==> src/shared/cfgsl_map.svh <==
`ifndef CFGSL_MAP_SVH
`define CFGSL_MAP_SVH

`define CFGSL_CLK_MHZ       50
`define CFGSL_SETTLE_NS     100
`define CFGSL_SETTLE_CYC    ((`CFGSL_SETTLE_NS * `CFGSL_CLK_MHZ + 999) / 1000)

`define CFGSL_OFF_STATUS    32'h0000_0000
`define CFGSL_OFF_RAW       32'h0000_0004
`define CFGSL_OFF_DECODED   32'h0000_0008
`define CFGSL_OFF_CTRL      32'h0000_000c

`define CFGSL_STAT_VALID    0
`define CFGSL_STAT_STATE    1
`define CFGSL_STAT_EXT      3
`define CFGSL_STAT_FREE     4
`define CFGSL_RAW_POS       0
`define CFGSL_RAW_NEG       8
`define CFGSL_RAW_FIXED     16
`define CFGSL_RAW_CHARGE    20
`define CFGSL_RAW_MODE      24
`define CFGSL_DEC_OFF       0
`define CFGSL_DEC_FIXED     8
`define CFGSL_DEC_CHARGE    16
`define CFGSL_CTRL_FREE     0
`define CFGSL_CTRL_RST      1'b0

`define CFGSL_LVL_200K_DN   3'h0
`define CFGSL_LVL_200K_UP   3'h1
`define CFGSL_LVL_10K_DN    3'h2
`define CFGSL_LVL_10K_UP    3'h3
`define CFGSL_LVL_10R_DN    3'h4
`define CFGSL_LVL_10R_UP    3'h5

`endif

==> src/shared/cfgsl_pkg.sv <==
package cfgsl_pkg;
    typedef enum logic [1:0] {
        CFGSL_HOLD    = 2'h0,
        CFGSL_SETTLE  = 2'h1,
        CFGSL_CAPTURE = 2'h3,
        CFGSL_RUN     = 2'h2
    } cfgsl_state_t;
    typedef logic [5:0] cfgsl_port_mask_t;
endpackage

==> src/hdl/cfgsl_sync.sv <==
`timescale 1ns/1ps
`default_nettype none
module cfgsl_sync #(
    parameter int W = 1
) (
    input  wire logic         clk,
    input  wire logic         rst_n,
    input  wire logic [W-1:0] d,
    output var  logic [W-1:0] q
);
    genvar gi;
    generate
        for (gi = 0; gi < W; gi++) begin : g_bit
            logic s1_q;
            logic s2_q;
            logic s3_q;
            logic flt_q;
            always_ff @(posedge clk) begin
                if (!rst_n) begin
                    s1_q  <= 1'b0;
                    s2_q  <= 1'b0;
                    s3_q  <= 1'b0;
                    flt_q <= 1'b0;
                end else begin
                    s1_q <= d[gi];
                    s2_q <= s1_q;
                    s3_q <= s2_q;
                    // Only an agreed level is passed on
                    if (s2_q == s3_q) begin
                        flt_q <= s3_q;
                    end
                end
            end
            assign q[gi] = flt_q;
        end
    endgenerate
endmodule // cfgsl_sync
`default_nettype wire

==> src/hdl/cfgsl_top.sv <==
// Decided for this implementation: the address map and the AHB-Lite register port.
`timescale 1ns/1ps
`default_nettype none
`include "cfgsl_map.svh"
module cfgsl_top (
    input  wire logic        clk,
    input  wire logic        rst_n,
    input  wire logic        ext_reset_n,
    input  wire logic [5:0]  port_pos_line_off_strap,
    input  wire logic [5:0]  port_neg_line_off_strap,
    input  wire logic [2:0]  fixed_ports_strap,
    input  wire logic [2:0]  charge_ports_strap,
    input  wire logic [2:0]  mode_strap,
    output var  logic [5:0]  port_hs_off,
    output var  logic [5:0]  port_ss_off,
    output var  logic [5:0]  fixed_ports,
    output var  logic [5:0]  charge_ports,
    output var  logic [2:0]  dev_mode,
    output var  logic        cfg_valid,
    output var  logic        pins_free,
    input  wire logic        hsel,
    input  wire logic [31:0] haddr,
    input  wire logic [1:0]  htrans,
    input  wire logic        hwrite,
    input  wire logic [2:0]  hsize,
    input  wire logic        hready,
    input  wire logic [31:0] hwdata,
    output var  logic [31:0] hrdata,
    output var  logic        hreadyout,
    output var  logic        hresp
);
    localparam int PW = 22;

    function automatic cfgsl_pkg::cfgsl_port_mask_t lvl_to_mask(input logic [2:0] code);
        unique case (code)
            `CFGSL_LVL_200K_DN: lvl_to_mask = 6'h00;
            `CFGSL_LVL_200K_UP: lvl_to_mask = 6'h01;
            `CFGSL_LVL_10K_DN:  lvl_to_mask = 6'h03;
            `CFGSL_LVL_10K_UP:  lvl_to_mask = 6'h07;
            `CFGSL_LVL_10R_DN:  lvl_to_mask = 6'h0f;
            `CFGSL_LVL_10R_UP:  lvl_to_mask = 6'h3f;
            // Unsupported codes fall back to the safest setting
            default:            lvl_to_mask = 6'h00;
        endcase
    endfunction

    logic [PW-1:0] pin_raw;
    logic [PW-1:0] pin_sync;
    logic [5:0]    pos_sync;
    logic [5:0]    neg_sync;
    logic [2:0]    fixed_sync;
    logic [2:0]    charge_sync;
    logic [2:0]    mode_sync;
    logic          ext_ok;

    assign pin_raw = {ext_reset_n, mode_strap, charge_ports_strap, fixed_ports_strap,
                      port_neg_line_off_strap, port_pos_line_off_strap};

    cfgsl_sync #(.W(PW)) u_sync (
        .clk   (clk),
        .rst_n (rst_n),
        .d     (pin_raw),
        .q     (pin_sync)
    );

    assign pos_sync    = pin_sync[5:0];
    assign neg_sync    = pin_sync[11:6];
    assign fixed_sync  = pin_sync[14:12];
    assign charge_sync = pin_sync[17:15];
    assign mode_sync   = pin_sync[20:18];
    assign ext_ok      = pin_sync[21];

    cfgsl_pkg::cfgsl_state_t state_q;
    logic [3:0]              settle_q;
    logic                    capture;

    assign capture = (state_q == cfgsl_pkg::CFGSL_CAPTURE);

    // Power-on release and chip-reset release both pass through settle
    always_ff @(posedge clk) begin
        if (!rst_n) begin
            state_q  <= cfgsl_pkg::CFGSL_HOLD;
            settle_q <= 4'h0;
        end else begin
            unique case (state_q)
                cfgsl_pkg::CFGSL_HOLD: begin
                    settle_q <= 4'h0;
                    if (ext_ok) begin
                        state_q <= cfgsl_pkg::CFGSL_SETTLE;
                    end
                end
                cfgsl_pkg::CFGSL_SETTLE: begin
                    settle_q <= settle_q + 4'h1;
                    if (!ext_ok) begin
                        state_q <= cfgsl_pkg::CFGSL_HOLD;
                    end else if (settle_q == 4'(`CFGSL_SETTLE_CYC - 1)) begin
                        state_q <= cfgsl_pkg::CFGSL_CAPTURE;
                    end
                end
                cfgsl_pkg::CFGSL_CAPTURE: begin
                    state_q <= cfgsl_pkg::CFGSL_RUN;
                end
                cfgsl_pkg::CFGSL_RUN: begin
                    if (!ext_ok) begin
                        state_q <= cfgsl_pkg::CFGSL_HOLD;
                    end
                end
            endcase
        end
    end

    logic [5:0] raw_pos_q;
    logic [5:0] raw_neg_q;
    logic [2:0] raw_fixed_q;
    logic [2:0] raw_charge_q;

    // Raw levels kept for software; only changed at a capture
    always_ff @(posedge clk) begin
        if (!rst_n) begin
            raw_pos_q    <= 6'h00;
            raw_neg_q    <= 6'h00;
            raw_fixed_q  <= 3'h0;
            raw_charge_q <= 3'h0;
        end else if (capture) begin
            raw_pos_q    <= pos_sync;
            raw_neg_q    <= neg_sync;
            raw_fixed_q  <= fixed_sync;
            raw_charge_q <= charge_sync;
        end
    end

    // Decoded defaults; held through later chip resets until recaptured
    always_ff @(posedge clk) begin
        if (!rst_n) begin
            port_hs_off  <= 6'h00;
            port_ss_off  <= 6'h00;
            fixed_ports  <= 6'h00;
            charge_ports <= 6'h00;
            dev_mode     <= 3'h0;
            cfg_valid    <= 1'b0;
        end else if (capture) begin
            port_hs_off  <= pos_sync & neg_sync;
            port_ss_off  <= pos_sync & neg_sync;
            fixed_ports  <= lvl_to_mask(fixed_sync);
            charge_ports <= lvl_to_mask(charge_sync);
            dev_mode     <= mode_sync;
            cfg_valid    <= 1'b1;
        end
    end

    logic ctrl_free_q;
    logic wr_pend_q;
    logic [31:0] waddr_q;
    logic acc;

    assign acc = hsel && hready && htrans[1];

    // Strap pins handed to their run-time functions only after capture
    assign pins_free = ctrl_free_q && cfg_valid;

    always_ff @(posedge clk) begin
        if (!rst_n) begin
            wr_pend_q <= 1'b0;
            waddr_q   <= 32'h0000_0000;
        end else begin
            wr_pend_q <= acc && hwrite;
            if (acc) begin
                waddr_q <= haddr;
            end
        end
    end

    always_ff @(posedge clk) begin
        if (!rst_n) begin
            ctrl_free_q <= `CFGSL_CTRL_RST;
        end else if (wr_pend_q && waddr_q == `CFGSL_OFF_CTRL) begin
            ctrl_free_q <= hwdata[`CFGSL_CTRL_FREE];
        end
    end

    logic ctrl_view;
    logic [31:0] rd_mux;

    // Forwarding covers a read right behind a write to the same word
    assign ctrl_view = (wr_pend_q && waddr_q == `CFGSL_OFF_CTRL) ?
                       hwdata[`CFGSL_CTRL_FREE] : ctrl_free_q;

    always_comb begin
        rd_mux = 32'h0000_0000;
        unique case (haddr)
            `CFGSL_OFF_STATUS: begin
                rd_mux[`CFGSL_STAT_VALID]                     = cfg_valid;
                rd_mux[`CFGSL_STAT_STATE +: 2]                = state_q;
                rd_mux[`CFGSL_STAT_EXT]                       = ext_ok;
                rd_mux[`CFGSL_STAT_FREE]                      = pins_free;
            end
            `CFGSL_OFF_RAW: begin
                rd_mux[`CFGSL_RAW_POS +: 6]                   = raw_pos_q;
                rd_mux[`CFGSL_RAW_NEG +: 6]                   = raw_neg_q;
                rd_mux[`CFGSL_RAW_FIXED +: 3]                 = raw_fixed_q;
                rd_mux[`CFGSL_RAW_CHARGE +: 3]                = raw_charge_q;
                rd_mux[`CFGSL_RAW_MODE +: 3]                  = dev_mode;
            end
            `CFGSL_OFF_DECODED: begin
                rd_mux[`CFGSL_DEC_OFF +: 6]                   = port_hs_off;
                rd_mux[`CFGSL_DEC_FIXED +: 6]                 = fixed_ports;
                rd_mux[`CFGSL_DEC_CHARGE +: 6]                = charge_ports;
            end
            `CFGSL_OFF_CTRL: begin
                rd_mux[`CFGSL_CTRL_FREE]                      = ctrl_view;
            end
            default: begin
                rd_mux = 32'h0000_0000;
            end
        endcase
    end

    always_ff @(posedge clk) begin
        if (!rst_n) begin
            hrdata <= 32'h0000_0000;
        end else if (acc && !hwrite) begin
            hrdata <= rd_mux;
        end
    end

    // Zero wait states; every access, mapped or not, answers OKAY
    assign hreadyout = 1'b1;
    assign hresp     = 1'b0;
endmodule // cfgsl_top
`default_nettype wire

==> config.mk <==
export PLATFORM = sky130hd
export DESIGN_NAME = cfgsl_top
export DESIGN_NICKNAME = d
export VERILOG_FILES = /design/src/shared/cfgsl_pkg.sv /design/src/hdl/cfgsl_sync.sv /design/src/hdl/cfgsl_top.sv
export VERILOG_INCLUDE_DIRS = /design/src /design/src/shared
export SDC_FILE = /design/constraint.sdc
export NUM_CORES = 1
export LEC_CHECK = 0
export ABC_AREA = 1
export BUFFER_PORTS_ARGS = -buffer_cell sky130_fd_sc_hd__clkbuf_2
export CORE_UTILIZATION = 48
export DETAILED_ROUTE_END_ITERATION = 8
export PLACE_DENSITY = 0.74
export SLEW_MARGIN = 20
export SYNTH_ARGS = -nofsm -noshare
export SYNTH_HDL_FRONTEND = slang
export SYNTH_SLANG_ARGS = --single-unit
export TNS_END_PERCENT = 100
==> constraint.sdc <==
create_clock -name clk -period 1.37 [get_ports clk]
set_input_delay 0.137 -clock clk [delete_from_list [all_inputs] [get_ports clk]]
set_output_delay 0.137 -clock clk [all_outputs]
set_load 0.02 [all_outputs]
# == After elaboration in Yosys (flattened, before gate mapping) ==
# Cells that the tools add are included.
# W data, S select, Z words.
# totals
ff_bits,190
inputBits,96
wordCells,177
output_inout_bits,63
# op_classes
n_reduce_logical,11
eq_ne,43
addsub,1
muxes,18
bitwise,1
# ops
op,count
$eq A32 B4 Y1 const B,3
$pmux W6 S5,2
$eq A32 B3 Y1 const B,1
$logic_not A32 Y1,1
$eq A1 B1 Y1,22
$eq A3 B2 Y1 const B,4
$eq A3 B3 Y1 const B,4
$pmux W4 S3,1
$pmux W6 S2,1
$mux W2,4
$pmux W2 S4,1
$pmux W4 S2,1
$and A6 B6 Y6,1
$eq A3 B1 Y1 const B,2
$logic_and A1 B1 Y1,6
$pmux W3 S2,1
$add A4 B1 Y4 const B,1
$eq A2 B2 Y1 const B,2
$eq A4 B3 Y1 const B,1
$pmux W1 S4,1
$pmux W2 S2,1
$mux W1,3
$mux W3,1
$ne A3 B3 Y1 const B,1
other kinds (8),8

# == Depth between registers and ports, before layout ==
# Gate-level depths: netlist of run 1.
# depth
word_depth,4
ltp_mapped,12

# == By module ==
# From an unflattened synthesis of run 1, not the netlist that was laid out.
# unflattened
hier_cells,938
hier_area_um2,7278.2
# modules_own_cells
module,seq_area_each_um2,instances,area_each_um2,cells_per_inst
cfgsl_top,2001.9,1,4476.8,620
cfgsl_sync,1761.7,1,2801.4,318

# == Worst setup path after synthesis of run 1 ==
# OpenSTA, ideal clock, no wires.
# synth_path
kind,reg-to-reg
startpoint,reg u_sync.g_bit[13].flt_q
endpoint,reg fixed_ports[4]
stages_incl_launch_ff,7
arrival_ps,1286
n_path_buf,0
path_slack_ps,19
t_required_ps,1305
path_cell_list,dfxtp_1 > inv_1 > ha_1 > or2_2 > nor4_1 > a21oi_1 > nor2_1
# synth_via
elab_chain_cells,2
# synth_rtl
item,line_no,rtl
"start, declared",cfgsl_sync.sv:17,logic flt_q;
"start signal, assigned",cfgsl_sync.sv:30,flt_q <= s3_q;
"$eq A3 B3 Y1, or another cell as far along",cfgsl_top.sv:35,unique case (code)
$pmux W6 S5 *,cfgsl_top.sv:35,
"end signal, assigned",cfgsl_top.sv:144,fixed_ports <= lvl_to_mask(fixed_sync);
"end, declared",cfgsl_top.sv:16,"output var logic [5:0] fixed_ports,"
# Every way passes the cells marked *; elsewhere a longest branch is shown, timed or not.
# A chain may end at the register's enable or synchronous reset.

# == Worst setup path after layout of run 1 ==
# Ends and elaborated chain as after synthesis.

==> results of run 1 <==
## layer usage
layer | vias to the layer above | track usage, % | wire [um]
met5 | - | 0 | 0
met3 | 11 | 4.441 | 675
met2 | 124 | 31.28 | 6642
li1 | 3092 | - | -
met1 | 2598 | 23.79 | 6856
met4 | 0 | 6.399 | 171
## cells by family (layout without fill, tap and decap cells)
| family | count (synthesis) | count (layout) | share of synthesized area [%] |
|---|---|---|---|
| compound gates | 182 | 182 | 14.18 |
| fa+ha+maj | 5 | 5 | 0.8755 |
| flops | 188 | 188 | 52.67 |
| simple gates | 330 | 330 | 19.82 |
| other cells | 2 | 12 | 0.1051 |
| buf+inv | 206 | 342 | 12.34 |
## final timing paths
check                                           start                               to  slack, ps  cells after the start
hold reg to reg       u_sync.g_bit[7].s1_q$_SDFF_PN0_  u_sync.g_bit[7].s2_q$_SDFF_PN0_        410                      2
setup reg to reg  u_sync.g_bit[13].flt_q$_SDFFE_PN0N_      fixed_ports[4]$_SDFFE_PN0N_          5                      6
setup / recovery  u_sync.g_bit[13].flt_q$_SDFFE_PN0N_      fixed_ports[4]$_SDFFE_PN0N_          5                      6
hold / removal                              haddr[16]         waddr_q[16]$_SDFFE_PN0P_         20                      3
## where the power goes
part	internal (mW)	leakage, nW	switching, mW	total [mW]
combinational	0.252	2.33	0.352	0.604
sequential	5.60	1.53	0.0602	5.66
clock	2.40	0.268	2.22	4.62
total	8.25	4.13	2.64	10.9
## per-stage QoR
step | hold WS, ps | cell area [sq um] | std cells
after detailed placement | 322.7 | 7918 | 1187
after CTS | 0.9730 | 8727 | 1243
after global placement | 317.5 | 7918 | 1187
final | 16.76 | 8768 | 1243
after floorplan | 234.6 | 7183 | 923
after global routing | 30.58 | 8768 | 1243
## placed cells by master (no fill, tap or decap), types with 2 or more instances in the layout
cell,synthesis,routed
inv_6,0,2
nand4_1,2,2
clkbuf_16,0,17
clkinv_4,0,2
o31ai_1,2,2
inv_8,0,3
nor2_4,3,4
buf_4,21,26
a21oi_1,87,87
nand2_1,169,168
nand2_2,10,11
inv_2,13,14
nor3_1,3,3
dfxtp_2,0,3
dfxtp_1,188,185
a211oi_1,3,3
clkinv_1,2,2
clkinv_2,2,4
o21ai_0,70,70
clkinvlp_4,0,3
clkinv_8,0,2
clkbuf_2,0,110
nor2_1,93,91
dlygate4sd3_1,0,24
inv_1,129,128
o211ai_2,8,8
ha_1,5,4
buf_12,0,4
o211ai_1,5,5
nor2_2,5,6
nand3_1,32,31
nand3_2,8,9
conb_1,2,12
## registers in the layout, indices dropped and copies added, names as in the netlist
register            flops
waddr_q                32
hrdata                 22
u_sync.g_bit.flt_q     22
u_sync.g_bit.s1_q      22
u_sync.g_bit.s2_q      22
u_sync.g_bit.s3_q      22
port_ss_off             6
raw_neg_q               6
raw_pos_q               6
charge_ports            5
fixed_ports             5
settle_q                4
dev_mode                3
raw_charge_q            3
raw_fixed_q             3
state_q                 2
cfg_valid               1
ctrl_free_q             1
wr_pend_q               1
## final cells by class
cell class,instances,area share [%]
sequential,188,42.97
timing repair buffer,164,12.16
multi-input combinational,529,29.55
clock inverter,14,1.527
tap,184,2.626
inverter,146,6.279
clock buffer,18,4.894
## Yosys cell counts, drive strengths merged
cell type    n
a21oi       87
nor3b        1
dfxtp      188
conb         2
o21ai       70
a211oi       3
clkbuf      26
o211ai      13
ha           5
a31oi        2
nor3         3
a32oi        1
and3         1
a21o         1
o31ai        2
nand4        2
nor2       101
nand3       40
a2bb2oi      1
o22ai        1
clkinv       4
buf         34
inv        142
or2          1
nor4         1
a41oi        1
nand2      180
## what timing repair did
| item | 4_1_cts | 5_1_grt |
|---|---|---|
| resized for setup | 1 | 11 |
| gates cloned | 0 | 0 |
| endpoints found under the hold margin | 24 | 0 |
| hold buffers | 24 | 0 |
| setup endpoints to repair | 1 | 9 |
| pin swaps | 0 | 3 |
## worst register-to-register path, stage by stage (launching register included)
cell and delay [ps]:
dfxtp_2 340, inv_2 50, ha_4 210, or2_4 240, nor4_4 250, a21oi_1 70, nor2_1 140
==> qor.csv, run 1 <==
metric,value,unit
largest net degree at the start of global routing,82,
initial antenna violation count,0,
setup TNS,0,ps
I/O Buffers,111,
via count,5825,
CTS clock-pin slew for the worst setup and hold paths,70,ps
Tot Pwr,10.89,mW
Power Density,1242,nW/um^2
nets@finish,1147,
setup slack after placement,-41.69,ps
area of the die,15380,sq um
vias in the first global route,4966,
Synth Register Bits,188,
CTS Buf Count,17,
RSZ-0062 raised after global routing,yes,
layout cells sized above 1,22.00,%
drt initial violations,303,
arrival time of the worst setup path,1720,ps
first-pass GRT wire length,22470,um
"slowest stage delay, CP",340,ps
gpl congestion,0.8252,
Hold WC Path Type,primary input to register,
DRT Pass-1 Iters,5,
Final Hold Vio Count,0,
grt ovf,0,
clock sink count,188,
fin worst setup slack,5.469,ps
Syn Inst Count,913,
Lkg Pwr,4.126,nW
Synth Area per Inst,7.827,sq um
Synth area leaders,"dfxtp_1 53%, nand2_1 8.9%, inv_1 6.8%",
post-synthesis sequential area ratio,52.67,%
Final ANT Viol Nets,0,
Worst path top cell family by delay,simple AND/OR/NAND/NOR gates,
Detailed Place HPWL,9902,um
Area growth syn-to-layout,22.71,%
Setup Viol. Count Final,0,
TritonCTS clock tree,built,
Worst Setup Start Kind,register,
MaxCap Viol Count,0,
Syn. warnings,0,
overall routed net length,14350,um
status,finished clean,
final antenna diode count,0,
Filler cells,1321,
area of the multi-input gates,2591,sq um
chip width,124.0,um
final design utilization,60.33,%
CP Max Fanout,2,
mean number of vias per cell,4.686,
"Setup Fix Bufs, Post-CTS",0,
core box area,14530,sq um
# rows,44,
Die Ht,124.0,um
fmax,732.9,MHz
top-area cell type share of the netlist area,52.67,%
Tmin final,1365,ps
slowest cell on the critical path,dfxtp_2,
Total Routing Usage GR,18.79,%
H-tree depth,4,
DR DRC count,0,
worst-skew pair later-pin latency,420,ps
Crit path buffers/inverters,1,
Worst Skew,8.333,ps
Synth area leader,dfxtp_1,
storage element area,3767,sq um
Cell variety after synth,38,
IO Count,159,
VDD IR max,0.0009525,V
nature of the critical path endpoint,register,
fin crit share,99.60,%
root buffer cell,clkbuf_16,
crit path cell chain,inv_2 > ha_4 > or2_4 > nor4_4 > a21oi_1 > nor2_1,
CP required,1730,ps
Initial Util,49.16,%
Final Max Slew Viols,0,
critical path class,register to register,
post-synth design cell area,7146,sq um
Clock Tree Buf Depth,2,
Avg WL per Cell,11.54,um
No activity file was read; power rests on OpenSTA's default activity.
==> inputs of run 2 (changes only) <==
--- a/config.mk
+++ b/config.mk
@@ -11,6 +11,7 @@
 export CORE_UTILIZATION = 48
 export DETAILED_ROUTE_END_ITERATION = 8
 export PLACE_DENSITY = 0.74
+export SETUP_SLACK_MARGIN = 0.15
 export SLEW_MARGIN = 20
 export SYNTH_ARGS = -nofsm -noshare
 export SYNTH_HDL_FRONTEND = slang
==> run 2 against run 1 <==
Compared with the run above: design area increased by 0.97%; clock power barely moved; critical path type unchanged; fmax is 8.0% higher; core utilization grew 0.59 points; non-clock buffer count increased by 3; global-route usage rose by 0.92 points; final cell count grew 0.24%; total power grew 0.18%; sequential share of layout area is 0.23 points lower; critical endpoint unchanged.
==> qor.csv, run 2 (synthesis results as in run 1) <==
metric,value,unit,change
CTS clock-pin slew for the worst setup and hold paths,70,ps,about the same
Area growth syn-to-layout,23.90,%,
Avg WL per Cell,11.78,um,+2.1%
nature of the critical path endpoint,register,,
Placed Instance Area,7916,sq um,about the same
Clock Tree Buf Depth,2,,unchanged
core box area,14530,sq um,unchanged
via count,5871,,+0.79%
cell area after layout,8853,sq um,+0.97%
Detailed Place HPWL,9967,um,+0.65%
Comb power frac,5.6,%,about the same
IO Count,159,,unchanged
setup TNS,0,ps,unchanged
gpl congestion,0.7855,,-4.8%
setup slack after placement,-52.60,ps,-10.91 ps
fmax,791.4,MHz,+8.0%
Tmin final,1264,ps,-100.9 ps
CTS Buf Count,17,,unchanged
initial antenna violation count,0,,unchanged
I/O Buffers,111,,unchanged
TritonCTS clock tree,built,,
mean number of vias per cell,4.712,,+0.55%
arrival time of the worst setup path,1630,ps,-90 ps
CP Max Fanout,2,,unchanged
Lkg Pwr,4.172,nW,+1.1%
"Most flops, register",waddr_q,,
Switching Power,2.579,mW,-2.2%
Layout Cells excl Fill,1246,,+0.24%
layout cells sized above 1,23.82,%,+1.8 points
Power Density,1232,nW/um^2,-0.78%
fin worst setup slack,106.4,ps,+100.9 ps
Initial Util,49.16,%,unchanged
Final Max Slew Viols,0,,unchanged
Worst Skew,6.629,ps,-1.703 ps
Internal,8.331,mW,+0.94%
Placed Cells,1184,,-0.25%
critical path class,register to register,,
Switching Fraction,23.64,%,-0.58 points
area of the die,15380,sq um,unchanged
Worst Setup Start Kind,register,,
overall routed net length,14680,um,+2.3%
RSZ-0062 raised after global routing,yes,,
DR DRC count,0,,unchanged
drt initial violations,299,,-1.3%
# rows,44,,unchanged
worst-skew pair later-pin latency,430,ps,about the same
H-tree depth,4,,unchanged
Final ANT Viol Nets,0,,unchanged
grt ovf,0,,unchanged
max reg flops,32,,unchanged
first-pass GRT wire length,23360,um,+4.0%
Hold WC Path Type,primary input to register,,
"commonest non-fill, non-tap cell in the layout",dfxtp_1,,
Total Routing Usage GR,19.71,%,+0.92 points
status,finished clean,,
vias in the first global route,5148,,+3.7%
final antenna diode count,0,,unchanged
Die Ht,124.0,um,unchanged
most frequent cells in the layout,"176 x dfxtp_1, 168 x nand2_1, 125 x inv_1, 109 x clkbuf_2, 89 x nor2_1",,
Reg power frac,51.9,%,about the same
VDD IR max,0.001022,V,+7.3%
root buffer cell,clkbuf_16,,
nets@finish,1150,,+0.26%
clock sink count,188,,unchanged
CP required,1740,ps,about the same
Setup Viol. Count Final,0,,unchanged
DRT Pass-1 Iters,7,,+2
Final Hold Vio Count,0,,unchanged
largest net degree at the start of global routing,54,,-34%
chip width,124.0,um,unchanged
Clk pwr share,42.5,%,about the same
MaxCap Viol Count,0,,unchanged
fin crit share,92.24,%,-7.4 points
## run 2: cell count changes in the layout (fill, tap and decap cells not counted), sizes merged
| cell | delta |
|---|---|
| inv | +2 |
| clkbuf | +2 |
| clkinvlp | -2 |
| clkinv | -2 |
| buf | +3 |
## run 2: per-stage QoR
stage / total power [mW] / util [%] / hold WS [ps]
final: 10.91 / 60.92 / 9.006
after global routing: 11.34 / 60.92 / 34.81
after CTS: 11.00 / 60.56 / 1.141
after detailed placement: 6.345 / 54.47 / 320.9
after global placement: 6.331 / 54.47 / 318.2
after floorplan: 6.155 / - / 234.6
## run 2: power groups by stage
stage               Combinational (mW)  Clock (mW)  Sequential [mW]
global placement                 0.546           0             5.79
floorplan                        0.366           0             5.79
CTS                              0.618        4.72             5.66
global route                     0.700        4.97             5.67
detailed placement               0.556           0             5.79
finish                           0.615        4.63             5.66
## run 2: final timing paths
check,start,endpoint,slack (ps),cells past startpoint
max,u_sync.g_bit[13].flt_q$_SDFFE_PN0N_,fixed_ports[4]$_SDFFE_PN0N_,110,6
min,haddr[12],waddr_q[12]$_SDFFE_PN0P_,9,3
max reg2reg,u_sync.g_bit[13].flt_q$_SDFFE_PN0N_,fixed_ports[4]$_SDFFE_PN0N_,110,6
min reg2reg,u_sync.g_bit[20].s1_q$_SDFF_PN0_,u_sync.g_bit[20].s2_q$_SDFF_PN0_,410,2
## run 2: final cells by class
| cell class | instances | area (sq um) |
|---|---|---|
| well taps | 184 | 230.2 |
| fillers | 1273 | 5680 |
| repair buffers | 167 | 1105 |
| clock buffers | 20 | 456.7 |
| multi-input cells | 529 | 2626 |
| inverters | 146 | 550.5 |
| flip-flops and latches | 188 | 3784 |
| clock inverters | 12 | 101.3 |
## run 2: critical path, cell delays in order, from the launching register on
cell,delay (ps)
dfxtp_2,340
inv_2,50
ha_4,220
or2_4,240
nor4_2,200
a21oi_1,70
nor2_1,90
## run 2: repair_timing
item | 4_1_cts | 5_1_grt
buffers inserted | 4 | 2
cloned | 0 | 0
endpoints found under the hold margin | 24 | 0
endpoints found under the setup margin | 17 | 33
gates resized for setup | 16 | 14
hold buffers | 24 | 0
pin swaps | 2 | 1
## run 2: per-layer routing
layer  GRT usage (%)  wire length [um]  vias to the layer above  share of wire [%]
met2           33.09              6837                      134                 47
li1                -                 -                     3100                  -
met4           7.515               174                        0                1.2
met3           5.174               771                       15                5.3
met1           24.09              6899                     2622                 47
met5               0                 0                        -                  0
==> inputs of run 3 (changes only) <==
--- a/config.mk
+++ b/config.mk
@@ -11,6 +11,7 @@
 export CORE_UTILIZATION = 48
 export DETAILED_ROUTE_END_ITERATION = 8
 export PLACE_DENSITY = 0.74
+export RECOVER_POWER = 100
 export SETUP_SLACK_MARGIN = 0.15
 export SLEW_MARGIN = 20
 export SYNTH_ARGS = -nofsm -noshare
==> run 3 against run 2 <==
Compared with the run above: critical path depth unchanged; largest power group unchanged; hold slack better by 2.3 ps; final cell count unchanged.
==> qor.csv, run 3 (synthesis results as in run 1) <==
metric,value,unit,change
slowest cell on the critical path,dfxtp_2,,
H-tree depth,4,,unchanged
Placed Instance Area,7916,sq um,unchanged
Setup Viol. Count Final,0,,unchanged
Area growth syn-to-layout,21.87,%,
overall routed net length,14720,um,+0.25%
vias in the first global route,5148,,unchanged
Internal,8.317,mW,-0.17%
nature of the critical path endpoint,register,,
Final ANT Viol Nets,0,,unchanged
layout cells sized above 1,16.85,%,-7.0 points
via count,5882,,+0.19%
Worst Setup Start Kind,register,,
area of the die,15380,sq um,unchanged
initial antenna violation count,0,,unchanged
nets@finish,1150,,unchanged
Tmin final,1268,ps,+4.580 ps
mean number of vias per cell,4.721,,+0.19%
Switching Fraction,23.67,%,+0.037 points
max reg flops,32,,unchanged
final antenna diode count,0,,unchanged
core box area,14530,sq um,unchanged
Comb power frac,5.5,%,about the same
Max transition margin,54.67,%,
Crit Reg-Reg Endpoint,fixed_ports[4]$_SDFFE_PN0N_,,
crit path capture,fixed_ports[4]$_SDFFE_PN0N_,,
Power Density,1251,nW/um^2,+1.5%
R2R Setup Slk,100,ps,about the same
clock sink count,188,,unchanged
Avg WL per Cell,11.81,um,+0.25%
Clk pwr share,42.6,%,about the same
DRT Pass-1 Iters,4,,-3
Reg-to-Reg Start,u_sync.g_bit[13].flt_q$_SDFFE_PN0N_,,
arrival time of the worst setup path,1640,ps,about the same
Switching Power,2.580,mW,about the same
Lkg Pwr,3.935,nW,-5.7%
MaxCap Viol Count,0,,unchanged
Clock Tree Buf Depth,2,,unchanged
cell area after layout,8708,sq um,-1.6%
critical path class,register to register,,
CTS Buf Count,17,,unchanged
"commonest non-fill, non-tap cell in the layout",dfxtp_1,,
Worst Setup SP,u_sync.g_bit[13].flt_q$_SDFFE_PN0N_,,
FF-to-FF path depth,6,,unchanged
Hold WC Path Type,primary input to register,,
Initial Util,49.16,%,unchanged
"slowest stage delay, CP",340,ps,about the same
most frequent cells in the layout,"179 x dfxtp_1, 170 x nand2_1, 125 x inv_1, 92 x nor2_1, 87 x a21oi_1",,
chip width,124.0,um,unchanged
Final Hold Vio Count,0,,unchanged
setup slack after placement,-52.60,ps,unchanged
Final Max Slew Viols,0,,unchanged
Worst Tran Pin Value,679.9,ps,
fin crit share,92.57,%,+0.33 points
I/O Buffers,111,,unchanged
IO Count,159,,unchanged
CTS clock-pin slew for the worst setup and hold paths,70,ps,about the same
first-pass GRT wire length,23360,um,unchanged
status,finished clean,,
root buffer cell,clkbuf_16,,
Detailed Place HPWL,9967,um,unchanged
VDD IR max,0.001020,V,-0.22%
Reg power frac,52.0,%,about the same
Die Ht,124.0,um,unchanged
gpl congestion,0.7855,,unchanged
Worst Skew,5.754,ps,-0.8757 ps
fin worst setup slack,101.8,ps,-4.580 ps
crit path cell chain,inv_2 > ha_4 > or2_4 > nor4_2 > a21oi_1 > nor2_1,,
fmax,788.5,MHz,-0.36%
DR DRC count,0,,unchanged
largest net degree at the start of global routing,54,,unchanged
CP required,1740,ps,about the same
setup TNS,0,ps,unchanged
Filler cells,1327,,+4.2%
drt initial violations,341,,+14%
"Most flops, register",waddr_q,,
worst-skew pair later-pin latency,430,ps,about the same
CP Max Fanout,2,,unchanged
RSZ-0062 raised after global routing,yes,,
TritonCTS clock tree,built,,
grt ovf,0,,unchanged
Total Routing Usage GR,19.71,%,unchanged
# rows,44,,unchanged
==> run 3: worst max-delay path, delay by kind of cell, from the launching register on <==
kind / cells / cell delay (ps)
and+or+nand+nor: 3 / 530
DFF: 1 / 340
buffers and inverters: 1 / 50
AOI/OAI and AO/OA: 1 / 70
adders and majority gates: 1 / 220
==> run 3: per-stage QoR <==
stage	util (%)	hold slack (ps)	total power [mW]	instances
after global routing	59.92	34.81	11.33	1246
after CTS	60.56	1.141	11.00	1244
after detailed placement	54.47	320.9	6.345	1184
final	59.92	11.35	10.90	1246
after floorplan	-	234.6	6.155	923
after global placement	54.47	318.2	6.331	1184
==> run 3: layout make-up <==
class	instances	area [sq um]	share of cell area, %
well taps	184	230.2	2.644
multi-input cells	529	2592	29.77
repair buffers	167	997.2	11.45
inverters	146	550.5	6.322
clock inverters	12	101.3	1.164
clock buffers	20	456.7	5.244
flip-flops and latches	188	3780	43.41
==> run 3: repair_timing <==
action,in CTS,in global routing
gates resized for setup,16,14
endpoints found under the hold margin,24,0
cloned,0,0
buffers inserted,4,2
pin swaps,2,1
endpoints found under the setup margin,17,33
hold buffers,24,0
==> run 3: worst min-delay path by stage <==
stage	slack, ps	end	startpoint	cells past startpoint
after floorplan	230	u_sync.g_bit[0].s1_q$_SDFF_PN0_	port_pos_line_off_strap[0]	2
after global placement	320	u_sync.g_bit[16].s1_q$_SDFF_PN0_	charge_ports_strap[1]	3
after detailed placement	320	u_sync.g_bit[5].s1_q$_SDFF_PN0_	port_pos_line_off_strap[5]	3
after CTS	1	waddr_q[12]$_SDFFE_PN0P_	haddr[12]	3
after global routing	30	waddr_q[13]$_SDFFE_PN0P_	haddr[13]	3
final	10	waddr_q[12]$_SDFFE_PN0P_	haddr[12]	3
==> run 3: power by group through the flow <==
stage | logic (mW) | clock network, mW | registers, mW
after floorplan | 0.366 | 0 | 5.79
after global placement | 0.546 | 0 | 5.79
after detailed placement | 0.556 | 0 | 5.79
after CTS | 0.618 | 4.72 | 5.66
after global routing | 0.682 | 4.97 | 5.67
final | 0.598 | 4.64 | 5.66
==> run 3: per-layer routing <==
layer | GRT usage, % | share of wire (%) | up-vias
li1 | - | - | 3105
met1 | 24.09 | 46 | 2622
met2 | 33.09 | 47 | 136
met3 | 5.174 | 5.6 | 19
met4 | 7.515 | 1.3 | 0
met5 | 0 | 0 | -
